File: src/pkg/smmc_pkg.sv
// Behaviour
// - Forward sweep command drives inverted sweep control.
// - Host waits six encoder pulses before reading.
// - Host swaps forward sweep for stop at coordinate.
// - Stopped indication rises 8 ms after stop.
// - Stopped indication also quiets the servo amplifier.
// - Host starts flyback only once mirror stopped.
// - Reverse ramp raises integrator release and ramp-up.
// - Host ends reverse ramp at switching coordinate.
// - Ramp end swaps ramp-up for ramp-down.
// - Comparator fall during ramp-down holds velocity.
// - Stop in flyback disables the integrator.
// - Flyback stop gives the same delayed indication.
// - Encoder direction pulses are relayed to host.
// - Read-area gate is relayed, high inside area.
// - Coordinates run 00 to ff, reversed in image.
// - Image select inverts servo and tachometer polarity.
// - Sweep correction carries five-bit velocity error.
// - Overspeed faults reported as separate signals.
// - Commands blocked at power-on, autoload, overspeed.
// - Homing ramps up until comparator rises.
// - Host stops homing when gate falls.
package smmc_pkg;
    localparam int CLK_PERIOD_NS = 8;
    localparam int STOP_DELAY_NS = 8_000_000;
    localparam int STOP_DELAY_CYC = STOP_DELAY_NS / CLK_PERIOD_NS;
    localparam int SETTLE_PULSES = 6;
    localparam int VERR_W = 5;
    localparam logic [7:0] COORD_FIRST = 8'h00;
    localparam logic [7:0] COORD_LAST = 8'hff;
    // Host register offsets
    localparam logic [11:0] REG_CMD = 12'h000;
    localparam logic [11:0] REG_STOP_COORD = 12'h004;
    localparam logic [11:0] REG_SWITCH_COORD = 12'h008;
    localparam logic [11:0] REG_CFG = 12'h00c;
    localparam logic [11:0] REG_STATUS = 12'h010;
    // Command codes written to REG_CMD
    localparam logic [2:0] CODE_SCAN = 3'h1;
    localparam logic [2:0] CODE_FLYBACK = 3'h2;
    localparam logic [2:0] CODE_HOME = 3'h3;
    localparam logic [2:0] CODE_STOP = 3'h4;
    localparam int STAT_STOPPED_BIT = 8;
    localparam int STAT_GATE_BIT = 9;
    localparam int STAT_READY_BIT = 10;
    typedef enum logic [6:0] {
        ST_STOP = 7'h01,
        ST_SCAN = 7'h02,
        ST_FLY_ACC = 7'h04,
        ST_FLY_DEC = 7'h08,
        ST_FLY_HOLD = 7'h10,
        ST_HOME_ACC = 7'h20,
        ST_HOME_HOLD = 7'h40
    } smmc_dev_state_t;
    typedef enum logic [5:0] {
        H_IDLE = 6'h01,
        H_SCAN = 6'h02,
        H_FLY = 6'h04,
        H_COAST = 6'h08,
        H_HOME = 6'h10,
        H_STOP = 6'h20
    } smmc_host_state_t;
endpackage

File: src/pkg/smmc_if.sv
`timescale 1ns/1ps
interface smmc_if;
    logic cmd_scan;
    logic cmd_flyback;
    logic cmd_home;
    logic cmd_stop;
    logic mirror_stopped_indication;
    logic scan_gate;
    logic fwd_pulse;
    logic rev_pulse;
    modport dev (
        input cmd_scan, cmd_flyback, cmd_home, cmd_stop,
        output mirror_stopped_indication, scan_gate, fwd_pulse, rev_pulse
    );
    modport host_controller (
        output cmd_scan, cmd_flyback, cmd_home, cmd_stop,
        input mirror_stopped_indication, scan_gate, fwd_pulse, rev_pulse
    );
endinterface

File: src/smmc_device.sv
// Our own choices: the APB register port and the address map.
`timescale 1ns/1ps
module smmc_device #(
    parameter int STOP_CYC = smmc_pkg::STOP_DELAY_CYC
) (
    // Clock and reset
    input wire logic clk_sys,
    input wire logic rst_n,
    // Host link
    smmc_if.dev lnk,
    // Encoder and comparator pins
    input wire logic enc_fwd_pulse,
    input wire logic enc_rev_pulse,
    input wire logic enc_scan_gate,
    input wire logic reverse_velocity_reached,
    input wire logic overspeed_fwd,
    input wire logic overspeed_rev,
    // System conditions
    input wire logic power_on_seq,
    input wire logic autoload_seq,
    input wire logic fault_reset,
    input wire logic mirror_image_select,
    // Velocity error from error detection logic
    input wire logic [smmc_pkg::VERR_W-1:0] vel_err,
    // Drive command controls
    output logic sweep_forward_n,
    output logic flyback_disable,
    output logic flyback_accel,
    output logic flyback_decel,
    output logic [smmc_pkg::VERR_W-1:0] sweep_corr,
    // Servo amplifier controls
    output logic servo_quiet,
    output logic servo_invert,
    output logic tach_invert,
    // Fault reports
    output logic overspeed_fwd_fault,
    output logic overspeed_rev_fault
);
    localparam int NSYNC = 10;
    localparam int SI_FWD = 0;
    localparam int SI_REV = 1;
    localparam int SI_GATE = 2;
    localparam int SI_RMV = 3;
    localparam int SI_OVF = 4;
    localparam int SI_OVR = 5;
    localparam int SI_PON = 6;
    localparam int SI_AUTO = 7;
    localparam int SI_FRST = 8;
    localparam int SI_IMG = 9;

    logic [NSYNC-1:0] pin_raw;
    logic [NSYNC-1:0] sync_a;
    logic [NSYNC-1:0] sync_b;
    logic rmv_prev;
    logic rmv_rise;
    logic rmv_fall;
    logic blocked;
    logic fault_fwd;
    logic fault_rev;
    logic [31:0] stop_cnt;
    logic stop_done;
    smmc_pkg::smmc_dev_state_t state;

    assign pin_raw = {mirror_image_select, fault_reset, autoload_seq, power_on_seq,
                      overspeed_rev, overspeed_fwd, reverse_velocity_reached,
                      enc_scan_gate, enc_rev_pulse, enc_fwd_pulse};

    // Two-stage synchronisers for the ten single-bit encoder, comparator and system pins
    genvar gi;
    generate
        for (gi = 0; gi < NSYNC; gi++) begin : g_sync
            always_ff @(posedge clk_sys or negedge rst_n) begin
                if (!rst_n) begin
                    sync_a[gi] <= 1'b0;
                    sync_b[gi] <= 1'b0;
                end else begin
                    sync_a[gi] <= pin_raw[gi];
                    sync_b[gi] <= sync_a[gi];
                end
            end
        end
    endgenerate

    // Comparator edge detection
    always_ff @(posedge clk_sys or negedge rst_n) begin
        if (!rst_n) begin
            rmv_prev <= 1'b0;
        end else begin
            rmv_prev <= sync_b[SI_RMV];
        end
    end

    assign rmv_rise = sync_b[SI_RMV] & ~rmv_prev;
    assign rmv_fall = ~sync_b[SI_RMV] & rmv_prev;

    // Overspeed latches; a new overspeed beats a simultaneous reset
    always_ff @(posedge clk_sys or negedge rst_n) begin
        if (!rst_n) begin
            fault_fwd <= 1'b0;
            fault_rev <= 1'b0;
        end else begin
            if (sync_b[SI_OVF]) begin
                fault_fwd <= 1'b1;
            end else if (sync_b[SI_FRST]) begin
                fault_fwd <= 1'b0;
            end
            if (sync_b[SI_OVR]) begin
                fault_rev <= 1'b1;
            end else if (sync_b[SI_FRST]) begin
                fault_rev <= 1'b0;
            end
        end
    end

    assign blocked = sync_b[SI_PON] | sync_b[SI_AUTO] | fault_fwd | fault_rev;

    // Motion sequencer
    always_ff @(posedge clk_sys or negedge rst_n) begin
        if (!rst_n) begin
            state <= smmc_pkg::ST_STOP;
        end else if (blocked) begin
            state <= smmc_pkg::ST_STOP;
        end else begin
            unique case (state)
                smmc_pkg::ST_STOP: begin
                    if (lnk.cmd_scan) begin
                        state <= smmc_pkg::ST_SCAN;
                    end else if (lnk.cmd_flyback) begin
                        state <= smmc_pkg::ST_FLY_ACC;
                    end else if (lnk.cmd_home) begin
                        state <= smmc_pkg::ST_HOME_ACC;
                    end
                end
                smmc_pkg::ST_SCAN: begin
                    if (!lnk.cmd_scan || lnk.cmd_stop) begin
                        state <= smmc_pkg::ST_STOP;
                    end
                end
                smmc_pkg::ST_FLY_ACC: begin
                    if (lnk.cmd_stop) begin
                        state <= smmc_pkg::ST_STOP;
                    end else if (!lnk.cmd_flyback) begin
                        state <= smmc_pkg::ST_FLY_DEC;
                    end
                end
                smmc_pkg::ST_FLY_DEC: begin
                    if (lnk.cmd_stop) begin
                        state <= smmc_pkg::ST_STOP;
                    end else if (rmv_fall) begin
                        state <= smmc_pkg::ST_FLY_HOLD;
                    end
                end
                smmc_pkg::ST_FLY_HOLD: begin
                    if (lnk.cmd_stop) begin
                        state <= smmc_pkg::ST_STOP;
                    end
                end
                smmc_pkg::ST_HOME_ACC: begin
                    if (lnk.cmd_stop) begin
                        state <= smmc_pkg::ST_STOP;
                    end else if (rmv_rise) begin
                        state <= smmc_pkg::ST_HOME_HOLD;
                    end
                end
                smmc_pkg::ST_HOME_HOLD: begin
                    if (lnk.cmd_stop) begin
                        state <= smmc_pkg::ST_STOP;
                    end
                end
                default: begin
                    state <= smmc_pkg::ST_STOP;
                end
            endcase
        end
    end

    // Stop delay, restarted by any motion
    always_ff @(posedge clk_sys or negedge rst_n) begin
        if (!rst_n) begin
            stop_cnt <= 32'h0000_0000;
        end else if (state != smmc_pkg::ST_STOP) begin
            stop_cnt <= 32'h0000_0000;
        end else if (!stop_done) begin
            stop_cnt <= stop_cnt + 32'h0000_0001;
        end
    end

    assign stop_done = (stop_cnt >= 32'(STOP_CYC));

    // Indication to host and servo amplifier
    always_ff @(posedge clk_sys or negedge rst_n) begin
        if (!rst_n) begin
            lnk.mirror_stopped_indication <= 1'b0;
            servo_quiet <= 1'b0;
        end else begin
            lnk.mirror_stopped_indication <= stop_done;
            servo_quiet <= stop_done;
        end
    end

    // Waveform generator controls
    always_ff @(posedge clk_sys or negedge rst_n) begin
        if (!rst_n) begin
            sweep_forward_n <= 1'b1;
            flyback_disable <= 1'b1;
            flyback_accel <= 1'b0;
            flyback_decel <= 1'b0;
            sweep_corr <= '0;
        end else begin
            sweep_forward_n <= ~(state == smmc_pkg::ST_SCAN);
            flyback_disable <= (state == smmc_pkg::ST_STOP) ||
                               (state == smmc_pkg::ST_SCAN);
            flyback_accel <= (state == smmc_pkg::ST_FLY_ACC) ||
                             (state == smmc_pkg::ST_HOME_ACC);
            flyback_decel <= (state == smmc_pkg::ST_FLY_DEC);
            sweep_corr <= (state == smmc_pkg::ST_SCAN) ? vel_err : '0;
        end
    end

    // Polarity selection and fault reports
    always_ff @(posedge clk_sys or negedge rst_n) begin
        if (!rst_n) begin
            servo_invert <= 1'b0;
            tach_invert <= 1'b0;
            overspeed_fwd_fault <= 1'b0;
            overspeed_rev_fault <= 1'b0;
        end else begin
            servo_invert <= sync_b[SI_IMG];
            tach_invert <= sync_b[SI_IMG];
            overspeed_fwd_fault <= fault_fwd;
            overspeed_rev_fault <= fault_rev;
        end
    end

    // Encoder relay toward the host
    always_ff @(posedge clk_sys or negedge rst_n) begin
        if (!rst_n) begin
            lnk.fwd_pulse <= 1'b0;
            lnk.rev_pulse <= 1'b0;
            lnk.scan_gate <= 1'b0;
        end else begin
            lnk.fwd_pulse <= sync_b[SI_FWD];
            lnk.rev_pulse <= sync_b[SI_REV];
            lnk.scan_gate <= sync_b[SI_GATE];
        end
    end
endmodule // smmc_device

File: src/flat_wrapper.sv
// flat-port wrapper written by rule: the top's interface ports become plain ports
module smmc_device_flat 
#(
    parameter int STOP_CYC = smmc_pkg::STOP_DELAY_CYC
)
  (clk_sys, rst_n, enc_fwd_pulse, enc_rev_pulse, enc_scan_gate, reverse_velocity_reached, overspeed_fwd, overspeed_rev, power_on_seq, autoload_seq, fault_reset, mirror_image_select, vel_err, sweep_forward_n, flyback_disable, flyback_accel, flyback_decel, sweep_corr, servo_quiet, servo_invert, tach_invert, overspeed_fwd_fault, overspeed_rev_fault, lnk_cmd_scan, lnk_cmd_flyback, lnk_cmd_home, lnk_cmd_stop, lnk_mirror_stopped_indication, lnk_scan_gate, lnk_fwd_pulse, lnk_rev_pulse);
  smmc_if lnk_i ();
  input wire logic clk_sys;
  input wire logic rst_n;
  input wire logic enc_fwd_pulse;
  input wire logic enc_rev_pulse;
  input wire logic enc_scan_gate;
  input wire logic reverse_velocity_reached;
  input wire logic overspeed_fwd;
  input wire logic overspeed_rev;
  input wire logic power_on_seq;
  input wire logic autoload_seq;
  input wire logic fault_reset;
  input wire logic mirror_image_select;
  input wire logic [smmc_pkg::VERR_W-1:0] vel_err;
  output logic sweep_forward_n;
  output logic flyback_disable;
  output logic flyback_accel;
  output logic flyback_decel;
  output logic [smmc_pkg::VERR_W-1:0] sweep_corr;
  output logic servo_quiet;
  output logic servo_invert;
  output logic tach_invert;
  output logic overspeed_fwd_fault;
  output logic overspeed_rev_fault;
  input wire logic [$bits(lnk_i.cmd_scan)-1:0] lnk_cmd_scan;
  input wire logic [$bits(lnk_i.cmd_flyback)-1:0] lnk_cmd_flyback;
  input wire logic [$bits(lnk_i.cmd_home)-1:0] lnk_cmd_home;
  input wire logic [$bits(lnk_i.cmd_stop)-1:0] lnk_cmd_stop;
  output wire logic [$bits(lnk_i.mirror_stopped_indication)-1:0] lnk_mirror_stopped_indication;
  output wire logic [$bits(lnk_i.scan_gate)-1:0] lnk_scan_gate;
  output wire logic [$bits(lnk_i.fwd_pulse)-1:0] lnk_fwd_pulse;
  output wire logic [$bits(lnk_i.rev_pulse)-1:0] lnk_rev_pulse;
  assign lnk_i.cmd_scan = lnk_cmd_scan;
  assign lnk_i.cmd_flyback = lnk_cmd_flyback;
  assign lnk_i.cmd_home = lnk_cmd_home;
  assign lnk_i.cmd_stop = lnk_cmd_stop;
  assign lnk_mirror_stopped_indication = lnk_i.mirror_stopped_indication;
  assign lnk_scan_gate = lnk_i.scan_gate;
  assign lnk_fwd_pulse = lnk_i.fwd_pulse;
  assign lnk_rev_pulse = lnk_i.rev_pulse;
  smmc_device #(.STOP_CYC(STOP_CYC)) u_core (.clk_sys(clk_sys), .rst_n(rst_n), .lnk(lnk_i), .enc_fwd_pulse(enc_fwd_pulse), .enc_rev_pulse(enc_rev_pulse), .enc_scan_gate(enc_scan_gate), .reverse_velocity_reached(reverse_velocity_reached), .overspeed_fwd(overspeed_fwd), .overspeed_rev(overspeed_rev), .power_on_seq(power_on_seq), .autoload_seq(autoload_seq), .fault_reset(fault_reset), .mirror_image_select(mirror_image_select), .vel_err(vel_err), .sweep_forward_n(sweep_forward_n), .flyback_disable(flyback_disable), .flyback_accel(flyback_accel), .flyback_decel(flyback_decel), .sweep_corr(sweep_corr), .servo_quiet(servo_quiet), .servo_invert(servo_invert), .tach_invert(tach_invert), .overspeed_fwd_fault(overspeed_fwd_fault), .overspeed_rev_fault(overspeed_rev_fault));
endmodule
File: config.mk
export PLATFORM = sky130hd
export DESIGN_NAME = smmc_device_flat
export DESIGN_NICKNAME = d
export VERILOG_FILES = /design/src/pkg/smmc_pkg.sv /design/src/pkg/smmc_if.sv /design/src/smmc_device.sv /design/src/flat_wrapper.sv
export SDC_FILE = /design/constraint.sdc
export NUM_CORES = 1
export LEC_CHECK = 0
export BUFFER_PORTS_ARGS = -buffer_cell sky130_fd_sc_hd__buf_2
export CAP_MARGIN = 0
export CORE_ASPECT_RATIO = 0.6
export CORE_MARGIN = 1
export CORE_UTILIZATION = 45
export CTS_CLUSTER_DIAMETER = 80
export DETAILED_ROUTE_END_ITERATION = 16
export SLEW_MARGIN = 15
export SYNTH_ARGS = -nofsm -noshare
export SYNTH_HDL_FRONTEND = slang
export SYNTH_SLANG_ARGS = --single-unit
File: constraint.sdc
create_clock -name clk_sys -period 2.9 [get_ports clk_sys]
set_clock_uncertainty 0.15 [all_clocks]
set_input_delay 0.145 -clock clk_sys [delete_from_list [all_inputs] [get_ports clk_sys]]
set_output_delay 0.145 -clock clk_sys [all_outputs]
set_load 0.005 [all_outputs]
# Yosys cells after proc, flatten, opt, wreduce, memory -nomap -nowiden
# Cells that the tools add are included.
[op_classes]
n_bitwise = 8
magnitude_cmp = 1
mux = 19
add_sub_neg = 1
eq_ne = 15
reduce_logical = 8
[ops]
columns = ["cell", "n"]
rows = [
  ["7-bit 2-to-1 mux", 12],
  ["32-bit 2-to-1 mux", 2],
  ["7-bit case mux with 6 select lines", 1],
  ["32-bit by 1-bit adder with 32-bit output (second input constant)", 1],
  ["32-bit by 20-bit greater-or-equal comparator with 1-bit output (second input constant)", 1],
  ["4-bit by 2-bit inequality test with 1-bit output (second input constant)", 2],
  ["7-bit by 1-bit equality test with 1-bit output (second input constant)", 1],
  ["7-bit by 2-bit equality test with 1-bit output (second input constant)", 1],
  ["7-bit by 3-bit equality test with 1-bit output (second input constant)", 1],
  ["7-bit by 4-bit equality test with 1-bit output (second input constant)", 1],
  ["7-bit by 5-bit equality test with 1-bit output (second input constant)", 1],
  ["7-bit by 6-bit equality test with 1-bit output (second input constant)", 1],
  ["7-bit equality test (second input constant)", 1],
  ["7-bit by 1-bit inequality test with 1-bit output (second input constant)", 1],
  ["3-bit by 1-bit inequality test with 1-bit output (second input constant)", 2],
  ["6-bit AND reduction", 1],
  ["5-bit 2-to-1 mux", 1],
  ["5-bit by 4-bit inequality test with 1-bit output (second input constant)", 1],
  ["4-bit by 3-bit inequality test with 1-bit output (second input constant)", 1],
  ["2-bit nonzero test", 2],
  ["1-bit logical OR", 3],
  ["1-bit 2-to-1 mux", 3],
  ["1-bit inverter", 3],
  ["1-bit OR", 3],
  ["4 further kinds", 5],
]
[totals]
register_bits = 78
elab_cells = 89
out_inout_bits = 18

# Logic depth before layout (Yosys ltp)
[logic_depth]
depth_word = 6
mapped_depth = 7
depth_no_buf = 5

# Worst setup path before layout
# Ideal clock, no wire load.
[synth_path]
path_type = "register to register"
start = "register u_core.stop_cnt[29]"
end = "register u_core.stop_cnt[17]"
n_path_buf = 2
path_stages_with_launch = 8
arrival_time_ps = 1923
setup_time_ps = 78
required_ps = 2672
slack_ps = 749
period_less_slack_ps = 2151
path_cell_list = "dfrtp_1 > nor4_1 > nand3_1 > buf_6 > or3_1 > buf_2 > or3_1 > a21oi_1"
[synth_via]
elab_chain_cells = 2
[synth_lines]
columns = ["element", "line_no", "text"]
rows = [
  ["start: declaration", "smmc_device.sv:60", "logic [31:0] stop_cnt;"],
  ["start signal: assignment", "smmc_device.sv:184", "stop_cnt <= stop_cnt + 32'h0000_0001;"],
  ["32-bit by 20-bit greater-or-equal comparator with 1-bit output", "smmc_device.sv:188", "assign stop_done = (stop_cnt >= 32'(STOP_CYC));"],
  ["2-bit inequality test (no line)", "n/a", ""],
]
# Every way passes these cells.
# A chain may end at the register's enable or synchronous reset.

# Final worst setup path
[layout_path]
start = "register u_core.state[1]"
end = "register u_core.state[0]"
[layout_via]
elab_chain_cells = 4
[layout_lines]
columns = ["element", "line_no", "text"]
rows = [
  ["start: declaration", "smmc_device.sv:62", "smmc_pkg::smmc_dev_state_t state;"],
  ["start signal: assignment", "smmc_device.sv:120", "state <= smmc_pkg::ST_STOP;"],
  ["start signal: assignment", "smmc_device.sv:122", "state <= smmc_pkg::ST_STOP;"],
  ["start signal: assignment", "smmc_device.sv:127", "state <= smmc_pkg::ST_SCAN;"],
  ["7-bit by 5-bit equality test with 1-bit output / 7-bit equality test (equally long branches)", "smmc_device.sv:124", "unique case (state)"],
  ["2-bit OR reduction (no line)", "n/a", ""],
  ["3-bit by 1-bit inequality test with 1-bit output (no line) / 7-bit case mux with 6 select lines (equally long branches)", "n/a", ""],
  ["6-bit AND reduction (no line) / 7-bit 2-to-1 mux (equally long branches)", "n/a", ""],
]
# Parallel ways exist; a longest one is shown, timed or not.

==> reports/qor.yml <==
critical_path:
  cp-end-kind: "flip-flop"
  arrival_ps: 2810
  critPathKind: "flip-flop to flip-flop"
  start_kind: "flip-flop"
  required_ps: 3010
  reg2regPathDepth: 6
  r2r_setup_slack_ps: 200
  cp_max_fo: 6
placed_design:
  dp_hpwl_microns: 3554
  globalplace.congestion: 0.8015
  io_buffers: 38
clock_network:
  clockBufferDepth: 2
  cts_root_buf: "clkbuf_16"
  ctsHtreeMaxLevel: 3
  clk_latency_ps: 330
  clock-sinks: 78
  cts_buffers: 9
  cts_setup_buffers: 0
  clk_pin_slew_ps: 60
  cts_tree: "yes"
routing:
  vias_per_cell: 5.033
  drc: 0
  drt_iter0_markers: 109
  dr_total_vias: 2114
  ant_nets: 0
  drt_first_pass_iters: 4
  routed_wl_microns: 5868
  wl_per_cell_microns: 13.97
power:
  net-switching-power_uw: 606.1
  p_leak_nw: 1.797
  sequentialPowerShare_pct: 48.5
  peakVddDrop_mv: 0.4929
  swShare_pct: 24.13
  p_per_area_mw_per_mm2: 647.1
  clkPwrFrac_pct: 42.3
  pwr-share-comb_pct: 9.2
  p_int_mw: 1.906
grt:
  track_usage_pct: 19.02
  grt_pass1_vias: 2022
  gr-total-overflow: 0
  grt_start_max_net_pins: 79
  antenna_found_initial: 0
  grt_pass1_wl_microns: 9970
die:
  ioPinCount: 39
  die-area_sq_mm: 0.007260
  start_util_pct: 46.59
  design.core.area_sq_mm: 0.006676
  die_x_microns: 109.3
  die_height_microns: 66.40
  rows: 23
synth:
  synth_mux_area_share_pct: 0.6436
  synth_cell_type_count: 43
  synth-seq-cells: 78
  synth_area_sq_mm: 0.003110
  avgSynthCellArea_sq_um: 11.61
  synth_top_family_by_area: "simple AND/OR/NAND/NOR gates"
  synth_xor_area_share_pct: 4.505
  ys_warn_count: 0
  synthSimpleGateAreaFrac_pct: 21.32
  synth_compound_area_share_pct: 6.114
  synth_cells: 268
  synth_sequential_area_ratio_pct: 62.87
  yosys.area_share.adder_pct: 0.8045
  synth_nets: 291
worst_hold_path:
  holdPathStages: 0
  min_path_type: "flip-flop to flip-flop"
sta:
  min_period_ps: 2704
  worst_slew_margin_rel_pct: 37.36
  max_slew.worst_pin.slew_ps: 939.5
  tns_ps: 0
  fin_crit_sh_pct: 93.23
  whs_ps: 194.9
  slew_viol_final: 0
  max_freq_ghz: 0.3699
  setup_viol: 0
  rsz0062_at_grt: "no"
  hold_viol: 0
job:
  drv_cap: 0
final_layout:
  diodes: 0
  seqCellArea_sq_mm: 0.001956
  multi_input_area_sq_mm: 0.001044
  drive_gt1_share_pct: 19.82
  synthToLayoutAreaGrowth_pct: 24.82
  nets: 351
  fillers: 541
run_status:
  status: "finished clean"
## state kept, by name, indices dropped and copies added (netlist names)
register and cells:
u_core.lnk.mirror_stopped_indication 1, u_core.stop_cnt 32, u_core.flyback_decel 1, u_core.rmv_prev 1, u_core.lnk.scan_gate 1, u_core.overspeed_fwd_fault 1
u_core.lnk.fwd_pulse 1, u_core.sync_a 10, u_core.flyback_disable 1, u_core.sync_b 10, u_core.fault_fwd 1, u_core.sweep_forward_n 1
u_core.state 7, u_core.fault_rev 1, u_core.lnk.rev_pulse 1, u_core.servo_invert 1, u_core.sweep_corr 5, u_core.overspeed_rev_fault 1
u_core.flyback_accel 1
## timing repair
action | in CTS | in global routing
hold endpoints to repair | 94 | 0
resized for setup | 0 | 1
hold buffers | 23 | 0
setup endpoints to repair | 0 | 1
## kinds of logic (layout without fill, tap and decap cells)
family                   after synthesis  after routing
AO/OA/AOI/OAI                         29             29
XOR/XNOR                              16             16
AND/OR/NAND/NOR                      116            116
flip-flops                            78             78
multiplexers                           2              2
adder cells (fa/ha/maj)                2              2
buffers and inverters                 25             90
## cell type report
cell class | instances | share of cell area (%)
Sequential cell | 78 | 50.37
Multi-Input combinational cell | 165 | 26.88
Timing Repair Buffer | 65 | 11.67
Clock buffer | 13 | 6.961
Tap cell | 87 | 2.804
Inverter | 9 | 0.8701
Clock inverter | 3 | 0.4512
## power groups by stage
| stage | logic [mW] | clock network [mW] | registers (mW) |
|---|---|---|---|
| finish | 0.230 | 1.06 | 1.22 |
| global route | 0.265 | 1.14 | 1.23 |
| floorplan | 0.156 | 0 | 1.21 |
| CTS | 0.233 | 1.10 | 1.22 |
| detailed placement | 0.208 | 0 | 1.24 |
| global placement | 0.207 | 0 | 1.24 |
## cells in the mapped netlist (all sizes together)
master,instances,share of area (%)
a311oi,1,0.48
dfrtp,75,60
dlygate4sd1,1,0.28
a21oi,8,1.3
nand2b,3,0.60
a31o,1,0.28
o211ai,1,0.24
and2,6,1.2
ha,2,0.80
clkbuf,10,1.2
nor4,12,2.8
and3,14,2.9
a31oi,1,0.20
xnor2,14,3.9
a21o,2,0.48
inv,9,1.1
o31ai,3,0.72
nand3,9,1.4
nand2,10,1.2
or4,3,0.72
nor2,21,2.5
nor3b,2,0.48
nand4,5,1.0
and4,5,1.4
nor4b,3,0.84
buf,5,1.2
o32a,1,0.32
nand3b,2,0.48
xor2,2,0.56
nor2b,3,0.60
o22ai,1,0.20
dfstp,3,2.5
o21a,2,0.48
or3,4,0.80
o21ai,7,1.1
or2,1,0.20
nor3,13,2.1
mux2i,2,0.64
o32ai,1,0.28
## layer usage
layer	GRT usage, %	part of all wire, %	up-vias
li1	-	-	1061
met1	27.70	55	1003
met2	24.76	40	45
met3	6.798	4.1	5
met4	8.833	1.0	0
met5	0	0	-
## layout by cell type, fill, tap and decap left out, drive strengths merged, types with 4 or more instances in the layout
cell type,count
dfrtp,75
buf,42
dlygate4sd3,23
nor2,21
xnor2,14
and3,14
nor3,13
clkbuf,13
nor4,12
nand2,10
inv,9
nand3,9
a21oi,8
o21ai,7
and2,6
nand4,5
and4,5
or3,4
## through the flow
| step | worst slack [ps] | util, % | instance area (sq um) | total power [mW] | cells |
|---|---|---|---|---|---|
| floorplan | 749.0 | - | 3110 | 1.369 | 268 |
| global placement | 539.2 | 50.32 | 3359 | 1.443 | 381 |
| detailed placement | 478.0 | 50.32 | 3359 | 1.445 | 381 |
| CTS | 159.6 | 58.08 | 3877 | 2.553 | 420 |
| global route | 45.68 | 58.15 | 3882 | 2.638 | 420 |
| finish | 196.4 | 58.15 | 3882 | 2.512 | 420 |
## worst max-delay path, cell delays in order (launching register included)
cell and delay (ps):
dfrtp_1 430, or4_1 650, nor3_2 300, o31ai_1 200, a21oi_1 180, o21ai_0 110, dlygate4sd3_1 620
## worst paths after layout
path	from	to
min	u_core.sync_a[8]	u_core.sync_b[8]
min in group asynchronous	rst_n	u_core.flyback_accel
min reg2reg	u_core.sync_a[8]	u_core.sync_b[8]
max in group asynchronous	rst_n	u_core.stop_cnt[22]
max reg2reg	u_core.state[1]	u_core.state[0]
max	u_core.state[1]	u_core.state[0]
Note: power is estimated with default switching activity, not from simulation.
